$ cat config.mk
export PLATFORM = sky130hd
export DESIGN_NAME = rmc_radio_setup
export DESIGN_NICKNAME = d
export VERILOG_FILES = /design/src/design/rmc_pkg.sv /design/src/design/rmc_gain_ctl.sv /design/src/design/rmc_radio_setup.sv
export SDC_FILE = /design/constraint.sdc
export NUM_CORES = 1
export LEC_CHECK = 0
export BUFFER_PORTS_ARGS = -buffer_cell sky130_fd_sc_hd__buf_2
export CORE_MARGIN = 2
export CORE_UTILIZATION = 59
export CTS_BUF_LIST = sky130_fd_sc_hd__clkbuf_8 sky130_fd_sc_hd__clkbuf_16
export DETAILED_ROUTE_END_ITERATION = 8
export GPL_TIMING_DRIVEN = 0
export PLACE_DENSITY = 0.86
export SLEW_MARGIN = 5
export SYNTH_ARGS = -nofsm -noshare
export SYNTH_HDL_FRONTEND = slang
export SYNTH_SLANG_ARGS = --single-unit
$ cat constraint.sdc
create_clock -name i_core_clk -period 5.7 [get_ports i_core_clk]
set_input_delay 0.285 -clock i_core_clk [delete_from_list [all_inputs] [get_ports i_core_clk]]
set_output_delay 0.285 -clock i_core_clk [all_outputs]
set_load 0.02 [all_outputs]
$ cat src/design/rmc_pkg.sv
package rmc_pkg;

  // register word indices; byte address is four times the index
  localparam logic [9:0] RMC_IDX_SETUP_B = 10'h10D;
  localparam logic [9:0] RMC_IDX_SETUP_C = 10'h10E;
  localparam logic [9:0] RMC_IDX_SETUP_D = 10'h10F;
  localparam logic [9:0] RMC_IDX_SETUP_E = 10'h110;
  localparam logic [9:0] RMC_IDX_SETUP_F = 10'h111;
  localparam logic [9:0] RMC_IDX_SETUP_G = 10'h112;
  localparam logic [9:0] RMC_IDX_SETUP_H = 10'h113;
  localparam logic [9:0] RMC_IDX_STATUS  = 10'h120;

  // slots in the byte array, counted from radio_setup_b
  localparam int unsigned RMC_NUM_SETUP = 7;
  localparam logic [2:0]  RMC_SLOT_B    = 3'h0;
  localparam logic [2:0]  RMC_SLOT_C    = 3'h1;
  localparam logic [2:0]  RMC_SLOT_D    = 3'h2;
  localparam logic [2:0]  RMC_SLOT_E    = 3'h3;
  localparam logic [2:0]  RMC_SLOT_G    = 3'h5;
  localparam logic [2:0]  RMC_SLOT_H    = 3'h6;

  // field positions
  localparam int RMC_RATE_HI_MSB = 3;
  localparam int RMC_RATE_HI_LSB = 0;
  localparam int RMC_TONE_HI_MSB = 7;
  localparam int RMC_TONE_HI_LSB = 4;
  localparam int RMC_TUNE_MSB    = 7;
  localparam int RMC_TUNE_LSB    = 2;
  localparam int RMC_PHASE_MSB   = 1;
  localparam int RMC_PHASE_LSB   = 0;
  localparam int RMC_GAIN_MSB    = 7;
  localparam int RMC_GAIN_LSB    = 6;
  localparam int RMC_LUT_MSB     = 5;
  localparam int RMC_LUT_LSB     = 4;

  localparam logic [7:0]  RMC_SETUP_RST   = 8'h00;
  localparam logic [7:0]  RMC_FILT_MIN    = 8'h01;
  localparam logic [1:0]  RMC_TOL_NONE    = 2'h0;
  localparam int unsigned RMC_CODE_W      = 12;
  localparam int unsigned RMC_HZ_W        = 19;
  localparam int unsigned RMC_KHZ_W       = 9;
  localparam int unsigned RMC_RATE_STEP   = 100;
  localparam int unsigned RMC_TONE_STEP   = 100;
  localparam int unsigned RMC_FILT_STEP   = 2;

  localparam logic [1:0] RMC_RESP_OKAY   = 2'h0;
  localparam logic [1:0] RMC_RESP_SLVERR = 2'h2;

  typedef enum logic [1:0] {
    RMC_LUT_ROM  = 2'h0,
    RMC_LUT_RX   = 2'h1,
    RMC_LUT_TX   = 2'h2,
    RMC_LUT_BOTH = 2'h3
  } rmc_lut_e;

  typedef enum logic [1:0] {
    RMC_GAIN_FREE   = 2'h0,
    RMC_GAIN_MANUAL = 2'h1,
    RMC_GAIN_HOLD   = 2'h2,
    RMC_GAIN_LOCK   = 2'h3
  } rmc_gain_e;

  typedef enum logic [2:0] {
    RMC_GS_IDLE  = 3'h1,
    RMC_GS_TRACK = 3'h2,
    RMC_GS_LOCK  = 3'h4
  } rmc_gstate_e;

endpackage

$ cat src/design/rmc_gain_ctl.sv
`timescale 1ns/1ns
`default_nettype none

module rmc_gain_ctl
  import rmc_pkg::*;
(
  input  wire logic      i_core_clk,
  input  wire logic      i_rst,
  input  wire rmc_gain_e i_policy,
  input  wire logic      i_rx_active,
  input  wire logic      i_preamble_det,
  input  wire logic      i_sync_match,
  input  wire logic [1:0] i_preamble_tol,
  output logic           o_track,
  output logic           o_hold,
  output logic           o_manual
);

  rmc_gstate_e state_r;
  rmc_gstate_e state_nxt;
  logic        track_nxt;
  logic        hold_nxt;
  logic        manual_nxt;
  logic        lock_evt;

  always_comb
  begin
    // sync word locks only without preamble tolerance
    lock_evt = (i_preamble_tol == RMC_TOL_NONE) ? i_sync_match : i_preamble_det;
    state_nxt = state_r;
    case (state_r)
      RMC_GS_IDLE:
        if (i_rx_active)
          state_nxt = RMC_GS_TRACK;
      RMC_GS_TRACK:
        if (!i_rx_active)
          state_nxt = RMC_GS_IDLE;
        else if (i_policy == RMC_GAIN_LOCK && lock_evt)
          state_nxt = RMC_GS_LOCK;
      RMC_GS_LOCK:
        if (!i_rx_active)
          state_nxt = RMC_GS_IDLE;
      default:
        state_nxt = RMC_GS_IDLE;
    endcase
    // policy decode of the gain loop
    track_nxt  = (state_nxt == RMC_GS_TRACK) &&
                 (i_policy == RMC_GAIN_FREE || i_policy == RMC_GAIN_LOCK);
    hold_nxt   = (state_nxt == RMC_GS_LOCK) ||
                 (i_rx_active && i_policy == RMC_GAIN_HOLD);
    manual_nxt = (i_policy == RMC_GAIN_MANUAL);
  end

  always_ff @(posedge i_core_clk)
  begin
    if (i_rst)
    begin
      state_r  <= RMC_GS_IDLE;
      o_track  <= 1'b0;
      o_hold   <= 1'b0;
      o_manual <= 1'b0;
    end
    else
    begin
      state_r  <= state_nxt;
      o_track  <= track_nxt;
      o_hold   <= hold_nxt;
      o_manual <= manual_nxt;
    end
  end

endmodule

`default_nettype wire

$ cat src/design/rmc_radio_setup.sv
`timescale 1ns/1ns
`default_nettype none

// What this block does
// - The top four bits of the 12-bit rate code sit in the low nibble of radio_setup_b.
// - The symbol rate in bits per second is the 12-bit rate code times one hundred.
// - The top four bits of the 12-bit tone offset sit in the high nibble of radio_setup_b.
// - radio_setup_c gives the low tone offset byte, and the tone offset in hertz is the code times one hundred.
// - All of radio_setup_d is the correlator bandwidth.
// - The detector filter width in kilohertz is twice radio_setup_e, which software keeps in 1 to 255.
// - With table select 1 or 3 the receive loop tuning field steers the receive loop bandwidth.
// - The two low bits of radio_setup_g are the correlator phase.
// - The gain policy field picks free running, manual, hold, or lock after preamble or sync word.
// - Under the lock policy, a sync word match locks gain only when preamble tolerance is zero.
// - By default loop bandwidth comes from the built-in tables, narrower in receive.
// - Table select picks built-in for both, custom receive, custom transmit, or custom for both.
module rmc_radio_setup
  import rmc_pkg::*;
#(
  parameter int unsigned ADDR_W = 12
)
(
  input  wire logic                 i_core_clk,
  input  wire logic                 i_rst,
  input  wire logic [ADDR_W-1:0]    i_awaddr,
  input  wire logic                 i_awvalid,
  output logic                      o_awready,
  input  wire logic [31:0]          i_wdata,
  input  wire logic [3:0]           i_wstrb,
  input  wire logic                 i_wvalid,
  output logic                      o_wready,
  output logic [1:0]                o_bresp,
  output logic                      o_bvalid,
  input  wire logic                 i_bready,
  input  wire logic [ADDR_W-1:0]    i_araddr,
  input  wire logic                 i_arvalid,
  output logic                      o_arready,
  output logic [31:0]               o_rdata,
  output logic [1:0]                o_rresp,
  output logic                      o_rvalid,
  input  wire logic                 i_rready,
  input  wire logic [7:0]           i_rate_low,
  input  wire logic                 i_enter_tx,
  input  wire logic                 i_enter_rx,
  input  wire logic                 i_rx_active,
  input  wire logic                 i_preamble_det,
  input  wire logic                 i_sync_match,
  input  wire logic [1:0]           i_preamble_tol,
  output logic [RMC_CODE_W-1:0]     o_rate_code,
  output logic [RMC_HZ_W-1:0]       o_symbol_rate_bps,
  output logic [RMC_CODE_W-1:0]     o_tone_code,
  output logic [RMC_HZ_W-1:0]       o_tone_offset_hz,
  output logic [7:0]                o_corr_bw,
  output logic [1:0]                o_corr_phase,
  output logic [RMC_KHZ_W-1:0]      o_filt_width_khz,
  output logic [5:0]                o_rx_loop_tune,
  output logic                      o_rx_lut_custom,
  output logic                      o_tx_lut_custom,
  output logic                      o_loop_bw_narrow,
  output logic                      o_gain_track,
  output logic                      o_gain_hold,
  output logic                      o_gain_manual
);

  // write channel state
  logic              aw_full_r;
  logic              aw_full_nxt;
  logic              w_full_r;
  logic              w_full_nxt;
  logic [9:0]        wr_idx_r;
  logic [9:0]        wr_idx_nxt;
  logic [7:0]        wr_byte_r;
  logic [7:0]        wr_byte_nxt;
  logic              wr_lane_r;
  logic              wr_lane_nxt;
  logic              awready_nxt;
  logic              wready_nxt;
  logic              bvalid_nxt;
  logic [1:0]        bresp_nxt;
  logic              wr_fire;
  logic              wr_hit;
  logic [2:0]        wr_slot;

  // read channel state
  logic              arready_nxt;
  logic              rvalid_nxt;
  logic [31:0]       rdata_nxt;
  logic [1:0]        rresp_nxt;
  logic [9:0]        rd_idx;
  logic [8:0]        rd_word;

  // staged bytes as software wrote them
  logic [7:0]        setup_r   [RMC_NUM_SETUP];
  logic [7:0]        setup_nxt [RMC_NUM_SETUP];

  // applied settings
  logic              enter_any;
  logic              applied_r;
  logic              applied_nxt;
  rmc_lut_e          lut_r;
  rmc_lut_e          lut_nxt;
  rmc_gain_e         gain_r;
  rmc_gain_e         gain_nxt;
  logic [5:0]        tune_r;
  logic [5:0]        tune_nxt;
  logic [RMC_CODE_W-1:0] rate_nxt;
  logic [RMC_HZ_W-1:0]   rate_bps_nxt;
  logic [RMC_CODE_W-1:0] tone_nxt;
  logic [RMC_HZ_W-1:0]   tone_hz_nxt;
  logic [7:0]        corr_bw_nxt;
  logic [1:0]        corr_phase_nxt;
  logic [7:0]        filt_code;
  logic [RMC_KHZ_W-1:0]  filt_khz_nxt;
  logic [5:0]        rx_tune_nxt;
  logic              rx_custom_nxt;
  logic              tx_custom_nxt;
  logic              narrow_nxt;
  logic              filt_zero;

  // map lookup: bit 8 is hit, bits 7:0 the byte
  function automatic logic [8:0] map_read(input logic [9:0] idx);
    logic [8:0] res;
    res = 9'h000;
    if (idx >= RMC_IDX_SETUP_B && idx <= RMC_IDX_SETUP_H)
      res = {1'b1, setup_r[3'(idx - RMC_IDX_SETUP_B)]};
    else if (idx == RMC_IDX_STATUS)
      res = {1'b1, gain_r, lut_r, 1'b0, filt_zero, o_gain_hold, applied_r};
    return res;
  endfunction

  assign wr_fire  = aw_full_r && w_full_r && !o_bvalid;
  assign wr_hit   = (wr_idx_r >= RMC_IDX_SETUP_B) && (wr_idx_r <= RMC_IDX_SETUP_H);
  assign wr_slot  = 3'(wr_idx_r - RMC_IDX_SETUP_B);
  assign rd_idx   = i_araddr[11:2];
  assign enter_any = i_enter_tx || i_enter_rx;
  assign filt_zero = (setup_r[RMC_SLOT_E] == RMC_SETUP_RST);

  // write address and data are taken in either order, answered once both are held
  always_comb
  begin
    aw_full_nxt = aw_full_r;
    w_full_nxt  = w_full_r;
    wr_idx_nxt  = wr_idx_r;
    wr_byte_nxt = wr_byte_r;
    wr_lane_nxt = wr_lane_r;
    bvalid_nxt  = o_bvalid;
    bresp_nxt   = o_bresp;
    if (i_awvalid && o_awready)
    begin
      aw_full_nxt = 1'b1;
      wr_idx_nxt  = i_awaddr[11:2];
    end
    if (i_wvalid && o_wready)
    begin
      w_full_nxt  = 1'b1;
      wr_byte_nxt = i_wdata[7:0];
      wr_lane_nxt = i_wstrb[0];
    end
    if (wr_fire)
    begin
      aw_full_nxt = 1'b0;
      w_full_nxt  = 1'b0;
      bvalid_nxt  = 1'b1;
      bresp_nxt   = (wr_hit || wr_idx_r == RMC_IDX_STATUS) ? RMC_RESP_OKAY : RMC_RESP_SLVERR;
    end
    if (o_bvalid && i_bready)
      bvalid_nxt = 1'b0;
    awready_nxt = !aw_full_nxt && !bvalid_nxt;
    wready_nxt  = !w_full_nxt && !bvalid_nxt;
  end

  always_ff @(posedge i_core_clk)
  begin
    if (i_rst)
    begin
      aw_full_r <= 1'b0;
      w_full_r  <= 1'b0;
      wr_idx_r  <= 10'h000;
      wr_byte_r <= RMC_SETUP_RST;
      wr_lane_r <= 1'b0;
      o_awready <= 1'b0;
      o_wready  <= 1'b0;
      o_bvalid  <= 1'b0;
      o_bresp   <= RMC_RESP_OKAY;
    end
    else
    begin
      aw_full_r <= aw_full_nxt;
      w_full_r  <= w_full_nxt;
      wr_idx_r  <= wr_idx_nxt;
      wr_byte_r <= wr_byte_nxt;
      wr_lane_r <= wr_lane_nxt;
      o_awready <= awready_nxt;
      o_wready  <= wready_nxt;
      o_bvalid  <= bvalid_nxt;
      o_bresp   <= bresp_nxt;
    end
  end

  // read: one cycle from address taken to data valid
  always_comb
  begin
    // looked up here so that a byte written under a steady read address is seen again
    rd_word     = map_read(rd_idx);
    arready_nxt = o_arready;
    rvalid_nxt  = o_rvalid;
    rdata_nxt   = o_rdata;
    rresp_nxt   = o_rresp;
    if (i_arvalid && o_arready)
    begin
      arready_nxt = 1'b0;
      rvalid_nxt  = 1'b1;
      rdata_nxt   = {24'h000000, rd_word[7:0]};
      rresp_nxt   = rd_word[8] ? RMC_RESP_OKAY : RMC_RESP_SLVERR;
    end
    else if (o_rvalid && i_rready)
    begin
      arready_nxt = 1'b1;
      rvalid_nxt  = 1'b0;
    end
    else if (!o_rvalid)
      arready_nxt = 1'b1;
  end

  always_ff @(posedge i_core_clk)
  begin
    if (i_rst)
    begin
      o_arready <= 1'b0;
      o_rvalid  <= 1'b0;
      o_rdata   <= 32'h00000000;
      o_rresp   <= RMC_RESP_OKAY;
    end
    else
    begin
      o_arready <= arready_nxt;
      o_rvalid  <= rvalid_nxt;
      o_rdata   <= rdata_nxt;
      o_rresp   <= rresp_nxt;
    end
  end

  // staged bytes; the reserved byte is stored as written
  always_comb
  begin
    for (int i = 0; i < RMC_NUM_SETUP; i++)
      setup_nxt[i] = setup_r[i];
    if (wr_fire && wr_hit && wr_lane_r)
      setup_nxt[wr_slot] = wr_byte_r;
  end

  always_ff @(posedge i_core_clk)
  begin
    if (i_rst)
    begin
      for (int i = 0; i < RMC_NUM_SETUP; i++)
        setup_r[i] <= RMC_SETUP_RST;
    end
    else
    begin
      for (int i = 0; i < RMC_NUM_SETUP; i++)
        setup_r[i] <= setup_nxt[i];
    end
  end

  // settings move to the radio only on entry to transmit or receive
  always_comb
  begin
    applied_nxt    = applied_r;
    lut_nxt        = lut_r;
    gain_nxt       = gain_r;
    tune_nxt       = tune_r;
    rate_nxt       = o_rate_code;
    rate_bps_nxt   = o_symbol_rate_bps;
    tone_nxt       = o_tone_code;
    tone_hz_nxt    = o_tone_offset_hz;
    corr_bw_nxt    = o_corr_bw;
    corr_phase_nxt = o_corr_phase;
    filt_khz_nxt   = o_filt_width_khz;
    filt_code      = setup_r[RMC_SLOT_E];
    if (filt_code == RMC_SETUP_RST)
      filt_code = RMC_FILT_MIN;
    if (enter_any)
    begin
      applied_nxt = 1'b1;
      rate_nxt = {setup_r[RMC_SLOT_B][RMC_RATE_HI_MSB:RMC_RATE_HI_LSB], i_rate_low};
      rate_bps_nxt = RMC_HZ_W'(rate_nxt * RMC_RATE_STEP);
      tone_nxt = {setup_r[RMC_SLOT_B][RMC_TONE_HI_MSB:RMC_TONE_HI_LSB],
                  setup_r[RMC_SLOT_C]};
      tone_hz_nxt = RMC_HZ_W'(tone_nxt * RMC_TONE_STEP);
      corr_bw_nxt = setup_r[RMC_SLOT_D];
      corr_phase_nxt = setup_r[RMC_SLOT_G][RMC_PHASE_MSB:RMC_PHASE_LSB];
      filt_khz_nxt = RMC_KHZ_W'(filt_code * RMC_FILT_STEP);
      tune_nxt = setup_r[RMC_SLOT_G][RMC_TUNE_MSB:RMC_TUNE_LSB];
      lut_nxt  = rmc_lut_e'(setup_r[RMC_SLOT_H][RMC_LUT_MSB:RMC_LUT_LSB]);
      gain_nxt = rmc_gain_e'(setup_r[RMC_SLOT_H][RMC_GAIN_MSB:RMC_GAIN_LSB]);
    end
  end

  // table selection and loop bandwidth steering
  always_comb
  begin
    rx_custom_nxt = (lut_r == RMC_LUT_RX) || (lut_r == RMC_LUT_BOTH);
    tx_custom_nxt = (lut_r == RMC_LUT_TX) || (lut_r == RMC_LUT_BOTH);
    // tuning field ignored under built-in receive tables, whatever was written
    rx_tune_nxt = rx_custom_nxt ? tune_r : 6'h00;
    // built-in tables pick the narrow loop while receiving
    narrow_nxt = i_rx_active && !rx_custom_nxt;
  end

  always_ff @(posedge i_core_clk)
  begin
    if (i_rst)
    begin
      applied_r         <= 1'b0;
      lut_r             <= RMC_LUT_ROM;
      gain_r            <= RMC_GAIN_FREE;
      tune_r            <= 6'h00;
      o_rate_code       <= '0;
      o_symbol_rate_bps <= '0;
      o_tone_code       <= '0;
      o_tone_offset_hz  <= '0;
      o_corr_bw         <= RMC_SETUP_RST;
      o_corr_phase      <= 2'h0;
      o_filt_width_khz  <= '0;
      o_rx_loop_tune    <= 6'h00;
      o_rx_lut_custom   <= 1'b0;
      o_tx_lut_custom   <= 1'b0;
      o_loop_bw_narrow  <= 1'b0;
    end
    else
    begin
      applied_r         <= applied_nxt;
      lut_r             <= lut_nxt;
      gain_r            <= gain_nxt;
      tune_r            <= tune_nxt;
      o_rate_code       <= rate_nxt;
      o_symbol_rate_bps <= rate_bps_nxt;
      o_tone_code       <= tone_nxt;
      o_tone_offset_hz  <= tone_hz_nxt;
      o_corr_bw         <= corr_bw_nxt;
      o_corr_phase      <= corr_phase_nxt;
      o_filt_width_khz  <= filt_khz_nxt;
      o_rx_loop_tune    <= rx_tune_nxt;
      o_rx_lut_custom   <= rx_custom_nxt;
      o_tx_lut_custom   <= tx_custom_nxt;
      o_loop_bw_narrow  <= narrow_nxt;
    end
  end

  // gain loop follows the applied policy
  rmc_gain_ctl u_gain
  (
    .i_core_clk     (i_core_clk),
    .i_rst          (i_rst),
    .i_policy       (gain_r),
    .i_rx_active    (i_rx_active),
    .i_preamble_det (i_preamble_det),
    .i_sync_match   (i_sync_match),
    .i_preamble_tol (i_preamble_tol),
    .o_track        (o_gain_track),
    .o_hold         (o_gain_hold),
    .o_manual       (o_gain_manual)
  );

endmodule

`default_nettype wire

==> results.md <==
* Pin count of the biggest net entering global routing at 19
* Layout area overhead at 17.65%
* WL per Instance at 17.24 microns
* Worst-Skew Late Latency at 440 ps
* GPL Wtd Cong at 0.9580
* IO Port Bufs at 153
* Flops & latches, synth at 188
* Post-CTS Setup Inserts at 0
* Yosys Warn Count at 0
* Post-DRT Antenna Nets at 0
* Data arrival time of the worst path at 3870 ps
* Async S/R FF share, synth at 0%
* Commonest non-fill, non-tap cells in the layout: dfxtp_1 (188), nand2_1 (180), buf_2 (153), a21oi_1 (108)
* CP Capture Type: flop
* Clock tree root buffer cell: clkbuf_16
* Pint at 2.076 mW
* Routed vias at 8,654
* Die height at 132.6 microns
* FMAX at 282.8 MHz
* RSZ-0062 raised after global routing: false
* Sequential share of the synthesized area at 38.55%
* Layout cells sized above 1 at 19.03%
* Synth top area cells: dfxtp_1 (39%), ha_1 (12%), nand2_1 (6.9%)
* CTS sink cnt at 188
* Post-CTS sizing at 0
* Worst path required time at 6030 ps
* Starting Density at 59.71%
* Gate Count Post-Synth at 1,083
* Residual DRC at 0
* Rel. slew slack at 32.14%
* Longest Clk Path Bufs at 2
* Die area at 17,590 sq um
* Final Cycle Share at 62.03%
* CTS Buf Count at 17
* Die X at 132.6 microns
* Global-route wire length before repair at 41,050 microns
* Core ar. at 16,350 sq um
* Post-Syn Area per Cell at 9.014 sq um
* Combinational Power Share at 13.9%
* PwrDens at 254.3 nW/um^2
* Sw frac at 28.93%
* CTS clk-pin slew, worst paths at 70 ps
* GRT Total Usage at 29.43%
* Slew Limit Fails at 0
* Top cell type's share of synthesized area at 38.55%
* Worst Path Max Fanout at 7
* EDFF count, synth at 0
* Sequential power share at 46.7%
* Post-DP HPWL at 19,220 microns
* CTS Hold Buffers Added at 0
* Placed insts at 1,486
* H-Tree Depth at 4
* Crit path time final at 3536 ps
* Post-synth top area cell: dfxtp_1
* Max-cap check violation count at 0
* ANT cells at 0
* Final std cells w/o fill at 1,518
* Synthesized area at 9762 sq um
* Outcome: completed
* Grt ovf at 0
* Initial DRC count at 699
* Length of the first detailed-routing pass in iterations at 5
* Least-Margin Pin Slew at 1010 ps
* Predominant post-synthesis flop cell: dfxtp_1
* Vias in the first global route at 8,238
* Layout Skew at 9.729 ps
* Via-to-Cell Ratio at 5.701
* Drt total wl at 26,170 microns
* NetSw at 0.8451 mW
* Final Hold Violating Endpoints at 0
* Io pins at 216
* Clock share of power at 39.4%
* Net count, final at 1,471
* Setup TNS at 0 ps
* VDD IR max at 232.0 uV
* Unique masters post-synth at 63
* Hold Path Class: in2reg
* Initial antenna violation count at 0
* Crit path launch type: flop
* CTS tree: yes
* Final setup viols at 0
* Commonest non-fill, non-tap cell in the layout: dfxtp_1
* Kind of critical path: reg2reg
* Rows at 47
* LEAKAGE at 5.219 nW
## worst paths after layout
kind | startpoint | to | slack [ps] | cells past startpoint
min reg2reg | o_tone_offset_hz[7]$_SDFFE_PP0P_ | o_tone_offset_hz[7]$_SDFFE_PP0P_ | 450 | 2
min | i_wdata[6] | wr_byte_r[6]$_SDFFE_PP0P_ | 70 | 3
max reg2reg | setup_r[0][0]$_SDFFE_PP0P_ | o_symbol_rate_bps[17]$_SDFFE_PP0P_ | 2160 | 11
max | setup_r[0][0]$_SDFFE_PP0P_ | o_symbol_rate_bps[17]$_SDFFE_PP0P_ | 2160 | 11
## cells in the mapped netlist (2+ instances only)
| master | instances |
|---|---|
| dfxtp_1 | 188 |
| nand2_1 | 180 |
| a21oi_1 | 108 |
| ha_1 | 90 |
| nor2_1 | 90 |
| mux2i_1 | 64 |
| clkbuf_1 | 41 |
| buf_4 | 40 |
| inv_1 | 39 |
| o21ai_0 | 28 |
| a211oi_1 | 18 |
| fa_1 | 14 |
| nand3_1 | 14 |
| and2_1 | 12 |
| a21o_1 | 10 |
| buf_1 | 10 |
| xor2_1 | 10 |
| nor3_1 | 9 |
| o211ai_1 | 9 |
| mux4_2 | 8 |
| nor2b_1 | 8 |
| a211o_1 | 7 |
| a22oi_1 | 7 |
| nor4_4 | 6 |
| o21a_1 | 6 |
| nand4_1 | 5 |
| nor4_1 | 5 |
| xnor2_1 | 5 |
| a31oi_1 | 3 |
| and4_1 | 3 |
| nand2b_1 | 3 |
| nand4b_1 | 3 |
| or3_1 | 3 |
| a2111oi_0 | 2 |
| a311o_1 | 2 |
| a311oi_1 | 2 |
| and3_1 | 2 |
| nand3b_1 | 2 |
| nor3b_1 | 2 |
| o21bai_1 | 2 |
## power groups by stage
| stage | clock network, mW | logic [mW] | registers [mW] |
|---|---|---|---|
| CTS | 1.15 | 0.403 | 1.36 |
| global placement | 0 | 0.386 | 1.39 |
| finish | 1.15 | 0.407 | 1.36 |
| floorplan | 0 | 0.252 | 1.42 |
| global route | 1.21 | 0.446 | 1.37 |
| detailed placement | 0 | 0.398 | 1.39 |
## kinds of logic (layout without fill, tap and decap cells)
logic type,after synthesis,count (layout),synth area share (%)
other,1,31,0.03841
and+or+nand+nor,354,354,16.87
adders and majority gates,104,104,14.41
DFF,188,188,38.55
muxes,73,73,8.523
buffers and inverters,132,317,6.627
AOI/OAI and AO/OA,216,216,13.64
xor gates and xnor gates,15,15,1.346
## sequential cells by signal, summed over array words and instances (netlist names), 6 cells and up
name               cells
o_symbol_rate_bps     14
o_rdata                8
wr_byte_r              8
o_tone_code           12
o_filt_width_khz       8
tune_r                 6
o_rx_loop_tune         6
o_tone_offset_hz      14
wr_idx_r              10
o_rate_code           12
o_corr_bw              8
setup_r               56
## area by class of cell
type	count	area (sq um)
inverters	40	150.1
well taps	220	275.3
flip-flops and latches	188	3764
fillers	1255	4863
clock buffers	18	439.2
clock inverters	14	130.1
multi-input cells	793	5464
plain buffers	92	496.7
repair buffers	153	765.7
## worst max-delay path: stages (launching register included)
cell	delay, ps
dfxtp_1	570
ha_1	320
ha_1	290
inv_1	50
fa_1	500
inv_1	40
ha_1	380
and4_1	250
a221oi_1	240
o21ai_0	170
or3_1	340
a32o_1	250
## per-layer routing
metal | GRT usage (%) | part of all wire (%) | vias to the layer above
met1 | 37.43 | 40 | 3989
met3 | 6.973 | 10 | 106
met5 | 0 | 0 | -
met4 | 14.58 | 4.5 | 0
li1 | - | - | 4086
met2 | 47.09 | 46 | 473
## stage by stage
stage	worst slack (ps)	instance area, sq um	hold WS [ps]	power [mW]	utilization (%)
after detailed placement	1966	10920	441.4	1.791	66.77
after floorplan	2638	9874	416.1	1.671	-
after global placement	2006	10920	434.0	1.779	66.77
after global routing	2077	11480	70.47	3.018	70.25
after CTS	2211	11480	65.33	2.919	70.25
final	2164	11480	73.79	2.921	70.25
Power figures use the tool's default switching activity.
